===== config.mk =====
export PLATFORM = sky130hd
export DESIGN_NAME = ddeval_top
export DESIGN_NICKNAME = d
export VERILOG_FILES = /design/src/rtl/ddeval_pkg.sv /design/src/rtl/ddeval_top.sv
export SDC_FILE = /design/constraint.sdc
export NUM_CORES = 1
export LEC_CHECK = 0
export BUFFER_PORTS_ARGS = -buffer_cell sky130_fd_sc_hd__buf_2
export CAP_MARGIN = 10
export CORE_MARGIN = 1.5
export CORE_UTILIZATION = 53
export DETAILED_ROUTE_END_ITERATION = 10
export GPL_ROUTABILITY_DRIVEN = 0
export PLACE_DENSITY_LB_ADDON = 0.08
export SYNTH_ARGS = -nofsm -noshare
export SYNTH_HDL_FRONTEND = slang
export SYNTH_SLANG_ARGS = --single-unit

===== constraint.sdc =====
create_clock -name pclk -period 4.3 [get_ports pclk]
set_input_delay 1.29 -clock pclk [delete_from_list [all_inputs] [get_ports pclk]]
set_output_delay 1.29 -clock pclk [all_outputs]
set_load 0.05 [all_outputs]

===== src/rtl/ddeval_pkg.sv =====
// Package: constants, types and state record of the dual-channel discrepancy evaluator
package ddeval_pkg;

    // Register byte offsets
    localparam logic [7:0] DDEVAL_OFS_CTRL     = 8'h00;
    localparam logic [7:0] DDEVAL_OFS_DISC     = 8'h04;
    localparam logic [7:0] DDEVAL_OFS_STATUS   = 8'h08;
    localparam logic [7:0] DDEVAL_OFS_INT_STAT = 8'h0C;
    localparam logic [7:0] DDEVAL_OFS_INT_MASK = 8'h10;

    // Control fields
    localparam int DDEVAL_CTRL_MODE_LSB = 0;
    localparam int DDEVAL_CTRL_RUN_BIT  = 2;
    localparam int DDEVAL_CTRL_TIED_BIT = 3;
    localparam int DDEVAL_CTRL_W        = 4;
    localparam int DDEVAL_DISC_W        = 12;
    localparam int DDEVAL_INT_W         = 3;

    // Interrupt bits
    localparam int DDEVAL_INT_FAULT = 0;
    localparam int DDEVAL_INT_TMO   = 1;
    localparam int DDEVAL_INT_EN    = 2;

    // Reset values
    localparam logic [3:0]  DDEVAL_CTRL_RST = 4'h0;
    localparam logic [11:0] DDEVAL_DISC_RST = 12'h000;
    localparam logic [2:0]  DDEVAL_INT_RST  = 3'h0;

    // Timing: discrepancy time counted in 10 ms steps
    localparam int DDEVAL_CLK_NS       = 100;
    localparam int DDEVAL_MS_NS        = 1000000;
    localparam int DDEVAL_CYC_PER_MS   = DDEVAL_MS_NS / DDEVAL_CLK_NS;
    localparam int DDEVAL_DISC_STEP_MS = 10;
    localparam int DDEVAL_EXEC_MS      = 4;
    localparam logic [15:0] DDEVAL_TIMER_MAX = 16'hFFFF;

    typedef enum logic [1:0] {
        DDEVAL_MODE_SINGLE = 2'h0,
        DDEVAL_MODE_EQUIV  = 2'h1,
        DDEVAL_MODE_COMPL  = 2'h2
    } ddeval_mode_t;

    // Gray along inactive -> discrepant -> active, error beside
    typedef enum logic [1:0] {
        DDEVAL_ST_INACTIVE = 2'b00,
        DDEVAL_ST_DISCREP  = 2'b01,
        DDEVAL_ST_ACTIVE   = 2'b11,
        DDEVAL_ST_ERROR    = 2'b10
    } ddeval_st_t;

    typedef struct packed {
        logic a;
        logic b;
    } ddeval_pair_t;

    typedef struct packed {
        ddeval_st_t             st;
        ddeval_st_t             cls_d;
        logic [15:0]            timer_ms;
        logic                   armed;
        logic                   fault;
        logic                   tmo;
        logic                   enable;
        ddeval_pair_t           s1;
        ddeval_pair_t           s2;
        logic [15:0]            ms_cnt;
        logic [7:0]             exec_cnt;
        logic [DDEVAL_CTRL_W-1:0] ctrl;
        logic [DDEVAL_DISC_W-1:0] disc;
        logic [DDEVAL_INT_W-1:0]  istat;
        logic [DDEVAL_INT_W-1:0]  imask;
        logic [31:0]            prdata;
        logic                   pslverr;
    } ddeval_state_t;

endpackage


===== src/rtl/ddeval_top.sv =====
// Dual-channel discrepancy evaluator with APB registers and interrupt
//
// Register access over APB and the register offsets were decided locally.
`timescale 1ns/100ps
`default_nettype none

// Function
// (RQ1) Single channel: enable follows channel A, fault stays low.
// (RQ2) Illegal input combination or sequence raises the fault flag.
// (RQ3) Equivalent: 00 inactive, unequal discrepant, 11 active; enable only when active.
// (RQ4) Complementary: A0B1 inactive, A1B0 active, equal discrepant; enable only when active.
// (RQ5) Timer at or past limit: error state, enable low, timeout flag set.
// (RQ6) Timeout flag holds in inactive and discrepant, clears in active.
// (RQ7) Timer restarts on first change into discrepant when time is nonzero.
// (RQ8) Discrepancy time zero disables timer; timeout never raised.
// (RQ9) Active only after passing inactive since last active.
// (RQ10) Active entry only while time not expired or timing disabled.
// (RQ11) Latched timeout clears when active is reached and enable rises.
// (RQ12) Configured time must exceed the logic execution cycle.
// (RQ13) Timeout tolerance is 10 ms plus one execution cycle either way.
// (RQ14) Channels tied to one source behave as single channel evaluation.
// (RQ15) Active with enable only after the correct transition sequence.
// (RQ16) Tested sensors: time at least test gap plus off-on delay.
// (RQ17) Time is zero or 10 to 30000 ms in 10 ms steps; the 12-bit register accepts 0 to 4095 steps, up to 40950 ms.
// (RQ18) Sampling, timer and outputs advance once per execution cycle.
module ddeval_top
    import ddeval_pkg::*;
#(
    parameter int CYC_PER_MS = DDEVAL_CYC_PER_MS,
    parameter int EXEC_MS    = DDEVAL_EXEC_MS
) (
    input  wire logic        pclk,
    input  wire logic        presetn,
    input  wire logic        psel,
    input  wire logic        penable,
    input  wire logic        pwrite,
    input  wire logic [7:0]  paddr,
    input  wire logic [31:0] pwdata,
    output logic             pready,
    output logic [31:0]      prdata,
    output logic             pslverr,
    input  wire logic        channel_a_input,
    input  wire logic        channel_b_input,
    output logic             enable_out,
    output logic             fault_present,
    output logic             timeout_error,
    output logic             irq
);

    localparam logic [15:0] MS_LAST   = 16'(CYC_PER_MS - 1);
    localparam logic [7:0]  EXEC_LAST = 8'(EXEC_MS - 1);
    localparam logic [15:0] EXEC_STEP = 16'(EXEC_MS);
    localparam logic [15:0] STEP_MS   = 16'(DDEVAL_DISC_STEP_MS);

    ddeval_state_t r, n;

    logic         ms_tick;
    logic         tick;
    logic         run;
    logic         tied;
    ddeval_mode_t mode;
    logic         dual;
    ddeval_st_t   cls;
    logic [15:0]  limit_ms;
    logic         timing_on;
    logic         expired;
    logic         wr_en;
    logic         setup;
    logic [2:0]   int_set;
    logic [2:0]   int_clr;
    logic [31:0]  rd_mux;
    logic         rd_err;

    always_comb begin
        ms_tick   = (r.ms_cnt == MS_LAST);
        tick      = ms_tick && (r.exec_cnt == EXEC_LAST);
        run       = r.ctrl[DDEVAL_CTRL_RUN_BIT];
        tied      = r.ctrl[DDEVAL_CTRL_TIED_BIT];
        mode      = ddeval_mode_t'(r.ctrl[DDEVAL_CTRL_MODE_LSB +: 2]);
        dual      = !tied && (mode != DDEVAL_MODE_SINGLE); // RQ14
        limit_ms  = {4'h0, r.disc} * STEP_MS;
        timing_on = (r.disc != DDEVAL_DISC_RST); // RQ8
        expired   = timing_on && (r.timer_ms >= limit_ms); // RQ13
        setup     = psel && !penable;
        wr_en     = psel && penable && pwrite;
        // Pair classification from synchronised samples
        if (mode == DDEVAL_MODE_COMPL) begin
            case ({r.s2.a, r.s2.b})
                2'b01:   cls = DDEVAL_ST_INACTIVE; // RQ4
                2'b10:   cls = DDEVAL_ST_ACTIVE; // RQ4
                default: cls = DDEVAL_ST_DISCREP; // RQ4
            endcase
        end else begin
            case ({r.s2.a, r.s2.b})
                2'b00:   cls = DDEVAL_ST_INACTIVE; // RQ3
                2'b11:   cls = DDEVAL_ST_ACTIVE; // RQ3
                default: cls = DDEVAL_ST_DISCREP; // RQ3
            endcase
        end
    end

    // Read mux, latched in the setup phase so read data comes from a flop
    always_comb begin
        rd_mux = 32'h0000_0000;
        rd_err = 1'b0;
        case (paddr)
            DDEVAL_OFS_CTRL:     rd_mux[DDEVAL_CTRL_W-1:0] = r.ctrl;
            DDEVAL_OFS_DISC:     rd_mux[DDEVAL_DISC_W-1:0] = r.disc;
            DDEVAL_OFS_STATUS:   rd_mux[5:0] = {r.s2.a, r.tmo, r.fault, r.enable, r.st};
            DDEVAL_OFS_INT_STAT: rd_mux[DDEVAL_INT_W-1:0] = r.istat;
            DDEVAL_OFS_INT_MASK: rd_mux[DDEVAL_INT_W-1:0] = r.imask;
            default:             rd_err = 1'b1;
        endcase
    end

    always_comb begin
        n = r;
        // Two flops on each pin before any logic looks at it
        n.s1 = '{a: channel_a_input, b: channel_b_input};
        n.s2 = r.s1;
        n.ms_cnt = ms_tick ? 16'h0000 : r.ms_cnt + 16'h0001;
        if (ms_tick) begin
            n.exec_cnt = (r.exec_cnt == EXEC_LAST) ? 8'h00 : r.exec_cnt + 8'h01;
        end

        // Evaluation advances only on the execution tick
        if (!run) begin
            // Stopped: clean start needs inactive before active
            n.st       = DDEVAL_ST_INACTIVE;
            n.cls_d    = DDEVAL_ST_INACTIVE;
            n.timer_ms = 16'h0000;
            n.armed    = 1'b0;
            n.fault    = 1'b0;
            n.tmo      = 1'b0;
            n.enable   = 1'b0;
        end else if (tick) begin // RQ18
            n.cls_d = cls;
            if (!dual) begin
                n.enable   = r.s2.a; // RQ1 RQ14
                n.fault    = 1'b0; // RQ1
                n.tmo      = 1'b0; // RQ14
                n.timer_ms = 16'h0000;
                n.st       = r.s2.a ? DDEVAL_ST_ACTIVE : DDEVAL_ST_INACTIVE;
                n.armed    = !r.s2.a;
            end else begin
                case (cls)
                    DDEVAL_ST_INACTIVE: begin
                        n.st       = DDEVAL_ST_INACTIVE;
                        n.timer_ms = 16'h0000;
                        n.armed    = 1'b1;
                        n.fault    = 1'b0;
                        n.enable   = 1'b0; // RQ6
                    end
                    DDEVAL_ST_ACTIVE: begin
                        n.timer_ms = 16'h0000;
                        if (r.st == DDEVAL_ST_ACTIVE) begin
                            n.enable = 1'b1;
                        end else if (r.armed && !expired && r.st != DDEVAL_ST_ERROR) begin // RQ9 RQ10 RQ15
                            n.st     = DDEVAL_ST_ACTIVE;
                            n.enable = 1'b1;
                            n.tmo    = 1'b0; // RQ6 RQ11
                            n.armed  = 1'b0;
                            n.fault  = 1'b0;
                        end else begin
                            // Wrong order: held off, flagged
                            n.enable = 1'b0;
                            n.fault  = 1'b1; // RQ2
                        end
                    end
                    default: begin
                        n.enable = 1'b0;
                        if (r.st == DDEVAL_ST_ACTIVE) begin
                            n.armed = 1'b0; // RQ9
                        end
                        if (r.st == DDEVAL_ST_ERROR) begin
                            n.st = DDEVAL_ST_ERROR;
                        end else if (r.cls_d != DDEVAL_ST_DISCREP) begin
                            n.st       = DDEVAL_ST_DISCREP;
                            n.timer_ms = 16'h0000; // RQ7
                        end else if (timing_on) begin
                            n.st = DDEVAL_ST_DISCREP;
                            if (r.timer_ms <= DDEVAL_TIMER_MAX - EXEC_STEP) begin
                                n.timer_ms = r.timer_ms + EXEC_STEP; // RQ7
                            end
                        end
                        if (timing_on && r.cls_d == DDEVAL_ST_DISCREP
                                && r.timer_ms + EXEC_STEP >= limit_ms) begin
                            n.st    = DDEVAL_ST_ERROR; // RQ5
                            n.tmo   = 1'b1; // RQ5
                            n.fault = 1'b1; // RQ2
                        end
                    end
                endcase
            end
        end

        // Sticky events; a new event beats a same-cycle clear
        int_set = '0;
        int_set[DDEVAL_INT_FAULT] = n.fault && !r.fault;
        int_set[DDEVAL_INT_TMO]   = n.tmo && !r.tmo;
        int_set[DDEVAL_INT_EN]    = n.enable && !r.enable;
        int_clr = '0;
        if (wr_en && paddr == DDEVAL_OFS_INT_STAT) begin
            int_clr = pwdata[DDEVAL_INT_W-1:0];
        end
        n.istat = (r.istat & ~int_clr) | int_set;

        if (wr_en) begin
            case (paddr)
                DDEVAL_OFS_CTRL:     n.ctrl  = pwdata[DDEVAL_CTRL_W-1:0];
                DDEVAL_OFS_DISC:     n.disc  = pwdata[DDEVAL_DISC_W-1:0];
                DDEVAL_OFS_INT_MASK: n.imask = pwdata[DDEVAL_INT_W-1:0];
                default:             n.imask = r.imask;
            endcase
        end
        if (setup) begin
            n.prdata  = pwrite ? 32'h0000_0000 : rd_mux;
            n.pslverr = rd_err;
        end
    end

    always_ff @(posedge pclk or negedge presetn) begin
        if (!presetn) begin
            r          <= '0;
            r.st       <= DDEVAL_ST_INACTIVE;
            r.cls_d    <= DDEVAL_ST_INACTIVE;
            r.ctrl     <= DDEVAL_CTRL_RST;
            r.disc     <= DDEVAL_DISC_RST;
            r.istat    <= DDEVAL_INT_RST;
            r.imask    <= DDEVAL_INT_RST;
        end else begin
            r <= n;
        end
    end

    // Zero wait states: the setup phase already latched the answer
    assign pready        = 1'b1;
    assign prdata        = r.prdata;
    assign pslverr       = r.pslverr && psel && penable;
    assign enable_out    = r.enable;
    assign fault_present = r.fault;
    assign timeout_error = r.tmo;
    assign irq           = |(r.istat & r.imask);
endmodule // ddeval_top

`default_nettype wire


# Yosys cells after proc, flatten, opt, wreduce, memory -nomap -nowiden

Cells that the tools add are included.

Register bits: 107
Logic and storage cells: 129
Bits of input ports: 47

Multiplexer cells: 39
Bitwise gates (word level): 4
Eq/ne operators: 24
Magnitude comparators: 3
Add/subtract/negate cells: 3
Reductions and logical operators: 36
Multipliers: 1

Operators with widths:

| kind                                                   | number |
|---|---|
| 2-to-1 mux 16 bit                                      | 5 |
| 2-to-1 mux 24 bit                                      | 2 |
| one-hot mux 18 bit (2 select lines)                    | 1 |
| >= comparator 16 bit                                   | 2 |
| 2-to-1 mux 2 bit                                       | 10 |
| 2-to-1 mux 20 bit                                      | 1 |
| adder 16 x 1 -> 16 bit, second input constant          | 1 |
| adder 16 x 3 -> 16 bit, second input constant          | 1 |
| equality test 16 x 14 -> 1 bit, second input constant  | 1 |
| equality test 8 x 4 -> 1 bit, second input constant    | 2 |
| less-or-equal comparator 16 bit, second input constant | 1 |
| logical AND 1 bit                                      | 16 |
| one-hot mux 2 bit (2 select lines)                     | 4 |
| multiplier 12 x 3 -> 15 bit, second input constant     | 1 |
| one-hot mux 3 bit (5 select lines)                     | 1 |
| equality test 2 bit, second input constant             | 6 |
| 2-to-1 mux 12 bit                                      | 1 |
| inequality test 6 x 2 -> 1 bit, second input constant  | 2 |
| AND reduction 4 bit                                    | 3 |
| nonzero test 12 bit                                    | 1 |
| adder 8 x 1 -> 8 bit, second input constant            | 1 |
| equality test 8 x 2 -> 1 bit, second input constant    | 1 |
| equality test 8 x 3 -> 1 bit, second input constant    | 1 |
| equality test 8 x 5 -> 1 bit, second input constant    | 1 |
| other kinds (23)                                       | 44 |

# Depth between registers and ports, before layout

Depth after elaboration: 14
Gate-level depth with buffers: 23

# Worst setup path before layout

OpenSTA, ideal clock, no wires.

Kind: reg-to-reg
Start: reg r[42] in the netlist's numbering
End: reg r[105] in the netlist's numbering
Arrival time: 4486 ps
Setup time: 125 ps
Required time: 4175 ps
Period minus slack after synthesis: 4610 ps
Slack: -310 ps
Stages on the path, launching flop included: 24
Cells stage by stage: dfrtp_1 -> ha_1 -> ha_1 -> inv_1 -> fa_1 -> nor2b_1 -> o21ai_0 -> a21oi_1 -> o21ai_0 -> nand2b_1 -> a21o_1 -> a21o_1 -> nor4b_1 -> a311oi_1 -> ha_1 -> and2_1 -> and3_1 -> o21ai_0 -> o31ai_1 -> nand3b_1 -> a2111oi_2 -> o21ai_1 -> a31oi_1 -> mux2_2

Word-level cells in the longest chain between the ends: 8
Elaborated cells on any way between the ends: 18
Those cells by class: 1 x mul; 2 x order compare; 2 x eq/ne; 5 x mux; 8 x reduce/logical

Ends and longest elaborated chain:

| what                                                                           | line                                 | text |
|---|---|---|
| start, declared                                                                | ddeval_top.sv:55                     | `ddeval_state_t r, n;` |
| start signal, assigned                                                         | ddeval_top.sv:232                    | `r <= n;` |
| multiplier 12 x 3 -> 15 bit / nonzero test 12 bit (equally long branches)      | ddeval_top.sv:81, ddeval_top.sv:82   |  |
| >= comparator 16 bit (tied with other cells)                                   | ddeval_top.sv:187                    | `&& r.timer_ms + EXEC_STEP >= limit_ms) begin` |
| logical AND 1 bit (on tied branches)                                           | ddeval_top.sv:187, ddeval_top.sv:83  |  |
| 2-to-1 mux 2 bit / zero test 1 bit (equally long branches)                     | ddeval_top.sv:186, ddeval_top.sv:158 |  |
| one-hot mux 2 bit (2 select lines) / logical AND 1 bit (equally long branches) | ddeval_top.sv:146, ddeval_top.sv:158 |  |
| 2-to-1 mux 2 bit / logical AND 1 bit (equally long branches)                   | ddeval_top.sv:138, ddeval_top.sv:158 |  |
| 2-to-1 mux 24 bit / inequality test 4 bit (equally long branches)              | -                                    |  |
| 2-to-1 mux 24 bit / AND reduction 4 bit (equally long branches)                | -                                    |  |

Parallel ways exist; a longest one is shown, timed or not. The select of a mux whose other input is x is not followed.
A chain may end at the register's enable or synchronous reset.

# Worst setup path after layout

Same ends and word-level chain as after synthesis.

==> impl_metrics.csv <==
group,metric,value,unit
sta,setup_tns,-2.07,ns
worst_setup_path,reg2reg_depth,22,
yosys,synth_enable_flop_cells,0,
layout,final_nets,775,
power,p_leak,3.26,nW
route,route.detailed.drc,0,
global_route,gr-total-overflow,0,
die,dieWidth,108,um
sta,fmax,213,MHz
worst_setup_path,cpMostUsedCell,"o21ai_2",
clocking,cts_max_level,3,
route,detail_route.wl_per_cell,16.4,um
worst_hold_path,hold_path.class,"reg -> reg",
die,die_h,108,um
yosys,synthArstFlopShare,100,%
yosys,yosys.area_share.xor_xnor,5.50,%
layout,design_area,6740,um^2
yosys,ys.flop_type,"dfrtp_1",
global_route,grt_pass1_wl,21.4,mm
power,powerDensity,239,nW/um^2
clocking,clock-sinks,85,
yosys,netlist_instances,614,
layout,antenna_cells,0,
yosys,yosys-mux-area-fraction,5.90,%
sta,worst_hold_slack,0.355,ns
die,io_pins,85,
yosys,syn_area,5870,um^2
sta,hold_violations,0,
layout,drive_gt1_share,25.0,%
layout,nFillCells,910,
global_route,antenna_found_initial,0,
sta,rsz0062_at_grt,"true",
yosys,synth_compound_area_share,14.0,%
outcome,violations,"negative setup slack",
placed_design,post_dp_cell_area,6220,um^2
yosys,syn_avg_cell_area,9.57,um^2
clocking,clock_latency,0.37,ns
sta,relSlewSlack,30.1,%
worst_setup_path,critical_path.max_stage_delay,0.45,ns
sta,setup_violations,8,
clocking,tritoncts,"done",
worst_setup_path,crit_path_top_delay_cell,"dfrtp_2",
sta,period_minus_slack,4.70,ns
global_route,grt_start_max_net_pins,82,
worst_setup_path,crit_required,4.56,ns
route,drt-initial-drc-count,273,
worst_hold_path,whs_path_depth,0,
route,first_pass_iters,6,
worst_setup_path,end_kind,"register",
global_route,track_usage,23.5,%
sta,worst_pin_slew,1.05,ns
yosys,yosysWarningCount,0,
clocking,hold_buffers,0,
die,rows,38,
placed_design,portBuffers,43,
sta,period_share,109,%
clocking,cts_made_buffers,9,
sta,clock_skew,0.00828,ns
route,vias_per_cell,5.71,
die,dieArea,11700,um^2
sta,worst_slack,-0.402,ns
placed_design,dpl.hpwl,9.62,mm
route,via_count,4676,
layout,final_common_cell,"dfrtp_1",
route,antenna_left,0,
flow_run,drv_cap,0,
global_route,grt_pass1_vias,4536,
layout,final_cell_mix,"dfrtp_1 (82), nand2_1 (60), ha_1 (46), buf_2 (42), buf_4 (40)",
yosys,synth_cell_types,75,
outcome,status,"complete, but fails checks",
worst_setup_path,crit_type,"reg -> reg",
route,wl,13.4,mm
worst_setup_path,start_kind,"register",
power,vdd_drop_max,206,uV
yosys,synth_top_family_by_area,"simple AND/OR/NAND/NOR gates",
yosys,ys_seq_area_share,36.2,%
worst_setup_path,crit_fanout,5,
sta,drv_slew,0,
yosys,synth_fa_ha_area_share,11.4,%
yosys,yosys.area_share.simple,18.9,%
clocking,clk_pin_slew_worst_paths,0.08,ns
clocking,cts_max_path_buffers,2,
yosys,ys_ff_latch,85,
worst_setup_path,arrival,4.96,ns
die,initial_core_util,54.2,%
clocking,clockRootBuffer,"clkbuf_8",
layout,areaGrowthSynthToFinish,14.7,%
worst_setup_path,crit_chain,"buf_12 > ha_4 > ha_4 > nor2b_2 > o21ai_2 > a21oi_2 > o21ai_1 > nand2b_1 > a21o_1 > a21o_1 > buf_4 > a311oi_4 > ha_1 > and2_4 > and3_4 > o21ai_2 > o31ai_1 > nand3b_1 > a2111oi_4 > o21ai_2 > a31oi_4 > mux2_4",
die,core-area,10800,um^2
==> worst max-delay path: cells and delay by family, from the launching register on <==
family / cells / cell delay [ns]
muxes: 1 / 0.32
adders and majority gates: 3 / 0.73
and+or+nand+nor: 5 / 0.85
buffers and inverters: 2 / 0.30
AOI/OAI and AO/OA: 11 / 1.94
DFF: 1 / 0.45
==> cell type report <==
| class | instances | area [um^2] | area share [%] |
|---|---|---|---|
| Inverter | 22 | 82.6 | 1.23 |
| Clock inverter | 4 | 73.8 | 1.10 |
| Tap cell | 140 | 175 | 2.60 |
| Timing Repair Buffer | 84 | 542 | 8.04 |
| Multi-Input combinational cell | 473 | 3600 | 53.5 |
| Sequential cell | 85 | 2130 | 31.6 |
| Clock buffer | 11 | 131 | 1.95 |
==> metrics by stage <==
stage	instances	power, mW	setup WS (ns)	util [%]
floorplan	633	0.953	0.000973	-
global placement	794	0.992	-0.282	57.4
detailed placement	794	0.995	-0.319	57.4
CTS	810	1.62	-0.334	59.5
global route	819	1.68	-0.631	62.2
finish	819	1.61	-0.402	62.2
==> Yosys cell counts, drive strengths merged (3+ instances only) <==
cell type | count | area (um^2)
nand2 | 60 | 225
nor4b | 4 | 35.0
buf | 39 | 297
o21ai | 33 | 165
nor3 | 11 | 71.3
o21a | 3 | 22.5
nand2b | 6 | 37.5
a31oi | 5 | 31.3
clkbuf | 12 | 65.1
nand3 | 27 | 135
and2 | 7 | 43.8
dfrtp | 85 | 2130
a211oi | 3 | 22.5
o22ai | 3 | 18.8
a21o | 8 | 62.6
and4 | 3 | 26.3
nand4 | 8 | 56.3
and3 | 20 | 128
mux2i | 11 | 110
a21oi | 23 | 126
nand3b | 5 | 37.5
or3 | 3 | 23.8
or2 | 4 | 25.0
ha | 52 | 651
xnor2 | 20 | 175
xor2 | 16 | 148
mux2 | 21 | 236
nor2b | 6 | 37.5
a22o | 6 | 52.6
nor2 | 32 | 120
nor4 | 5 | 31.3
inv | 22 | 82.6
o211ai | 4 | 40.0
o31ai | 16 | 120
==> report_power, final <==
part	internal [mW]	switching, mW	leakage (nW)	total [mW]
clock network	0.325	0.294	0.103	0.619
registers	0.805	0.00623	1.14	0.811
logic	0.0549	0.125	2.02	0.180
total	1.18	0.425	3.26	1.61
==> registers in the layout, summed over array words and instances, names as in the netlist <==
name and count:
enable_out 1, fault_present 1, mode 2, n 2
prdata 12, r 66, timeout_error 1
==> what timing repair did <==
action / in CTS / in global routing
pin swaps: 1 / 23
endpoints found under the setup margin: 8 / 9
buffers inserted: 1 / 10
gates resized for setup: 5 / 36
==> metal layers <==
layer	global-route usage, %	up-vias	part of all wire (%)	routed length, um
li1	-	2279	-	-
met1	31.5	2282	46	6190
met2	37.9	92	48	6490
met3	4.52	23	3.5	465
met4	8.55	0	2.1	283
met5	0	-	0	0
==> kinds of logic (layout without fill, tap and decap cells) <==
group | Yosys count | in the layout
AO/OA/AOI/OAI | 121 | 121
XOR/XNOR | 36 | 36
adder cells (fa/ha/maj) | 53 | 53
buffers and inverters | 75 | 121
flip-flops | 85 | 85
multiplexers | 32 | 32
other | 2 | 21
AND/OR/NAND/NOR | 210 | 210
==> final timing paths <==
path | to | start | slack (ns)
worst max register to register | r[105] | r[42] | -0.40
worst min register to register | r[80] | n[80] | 0.35
min in group asynchronous | r[97] | presetn | 1.08
worst max-delay path | r[105] | r[42] | -0.40
worst min-delay path | r[80] | n[80] | 0.35
max in group asynchronous | r[41] | presetn | 2.45
(Power assumes the default switching activity.)
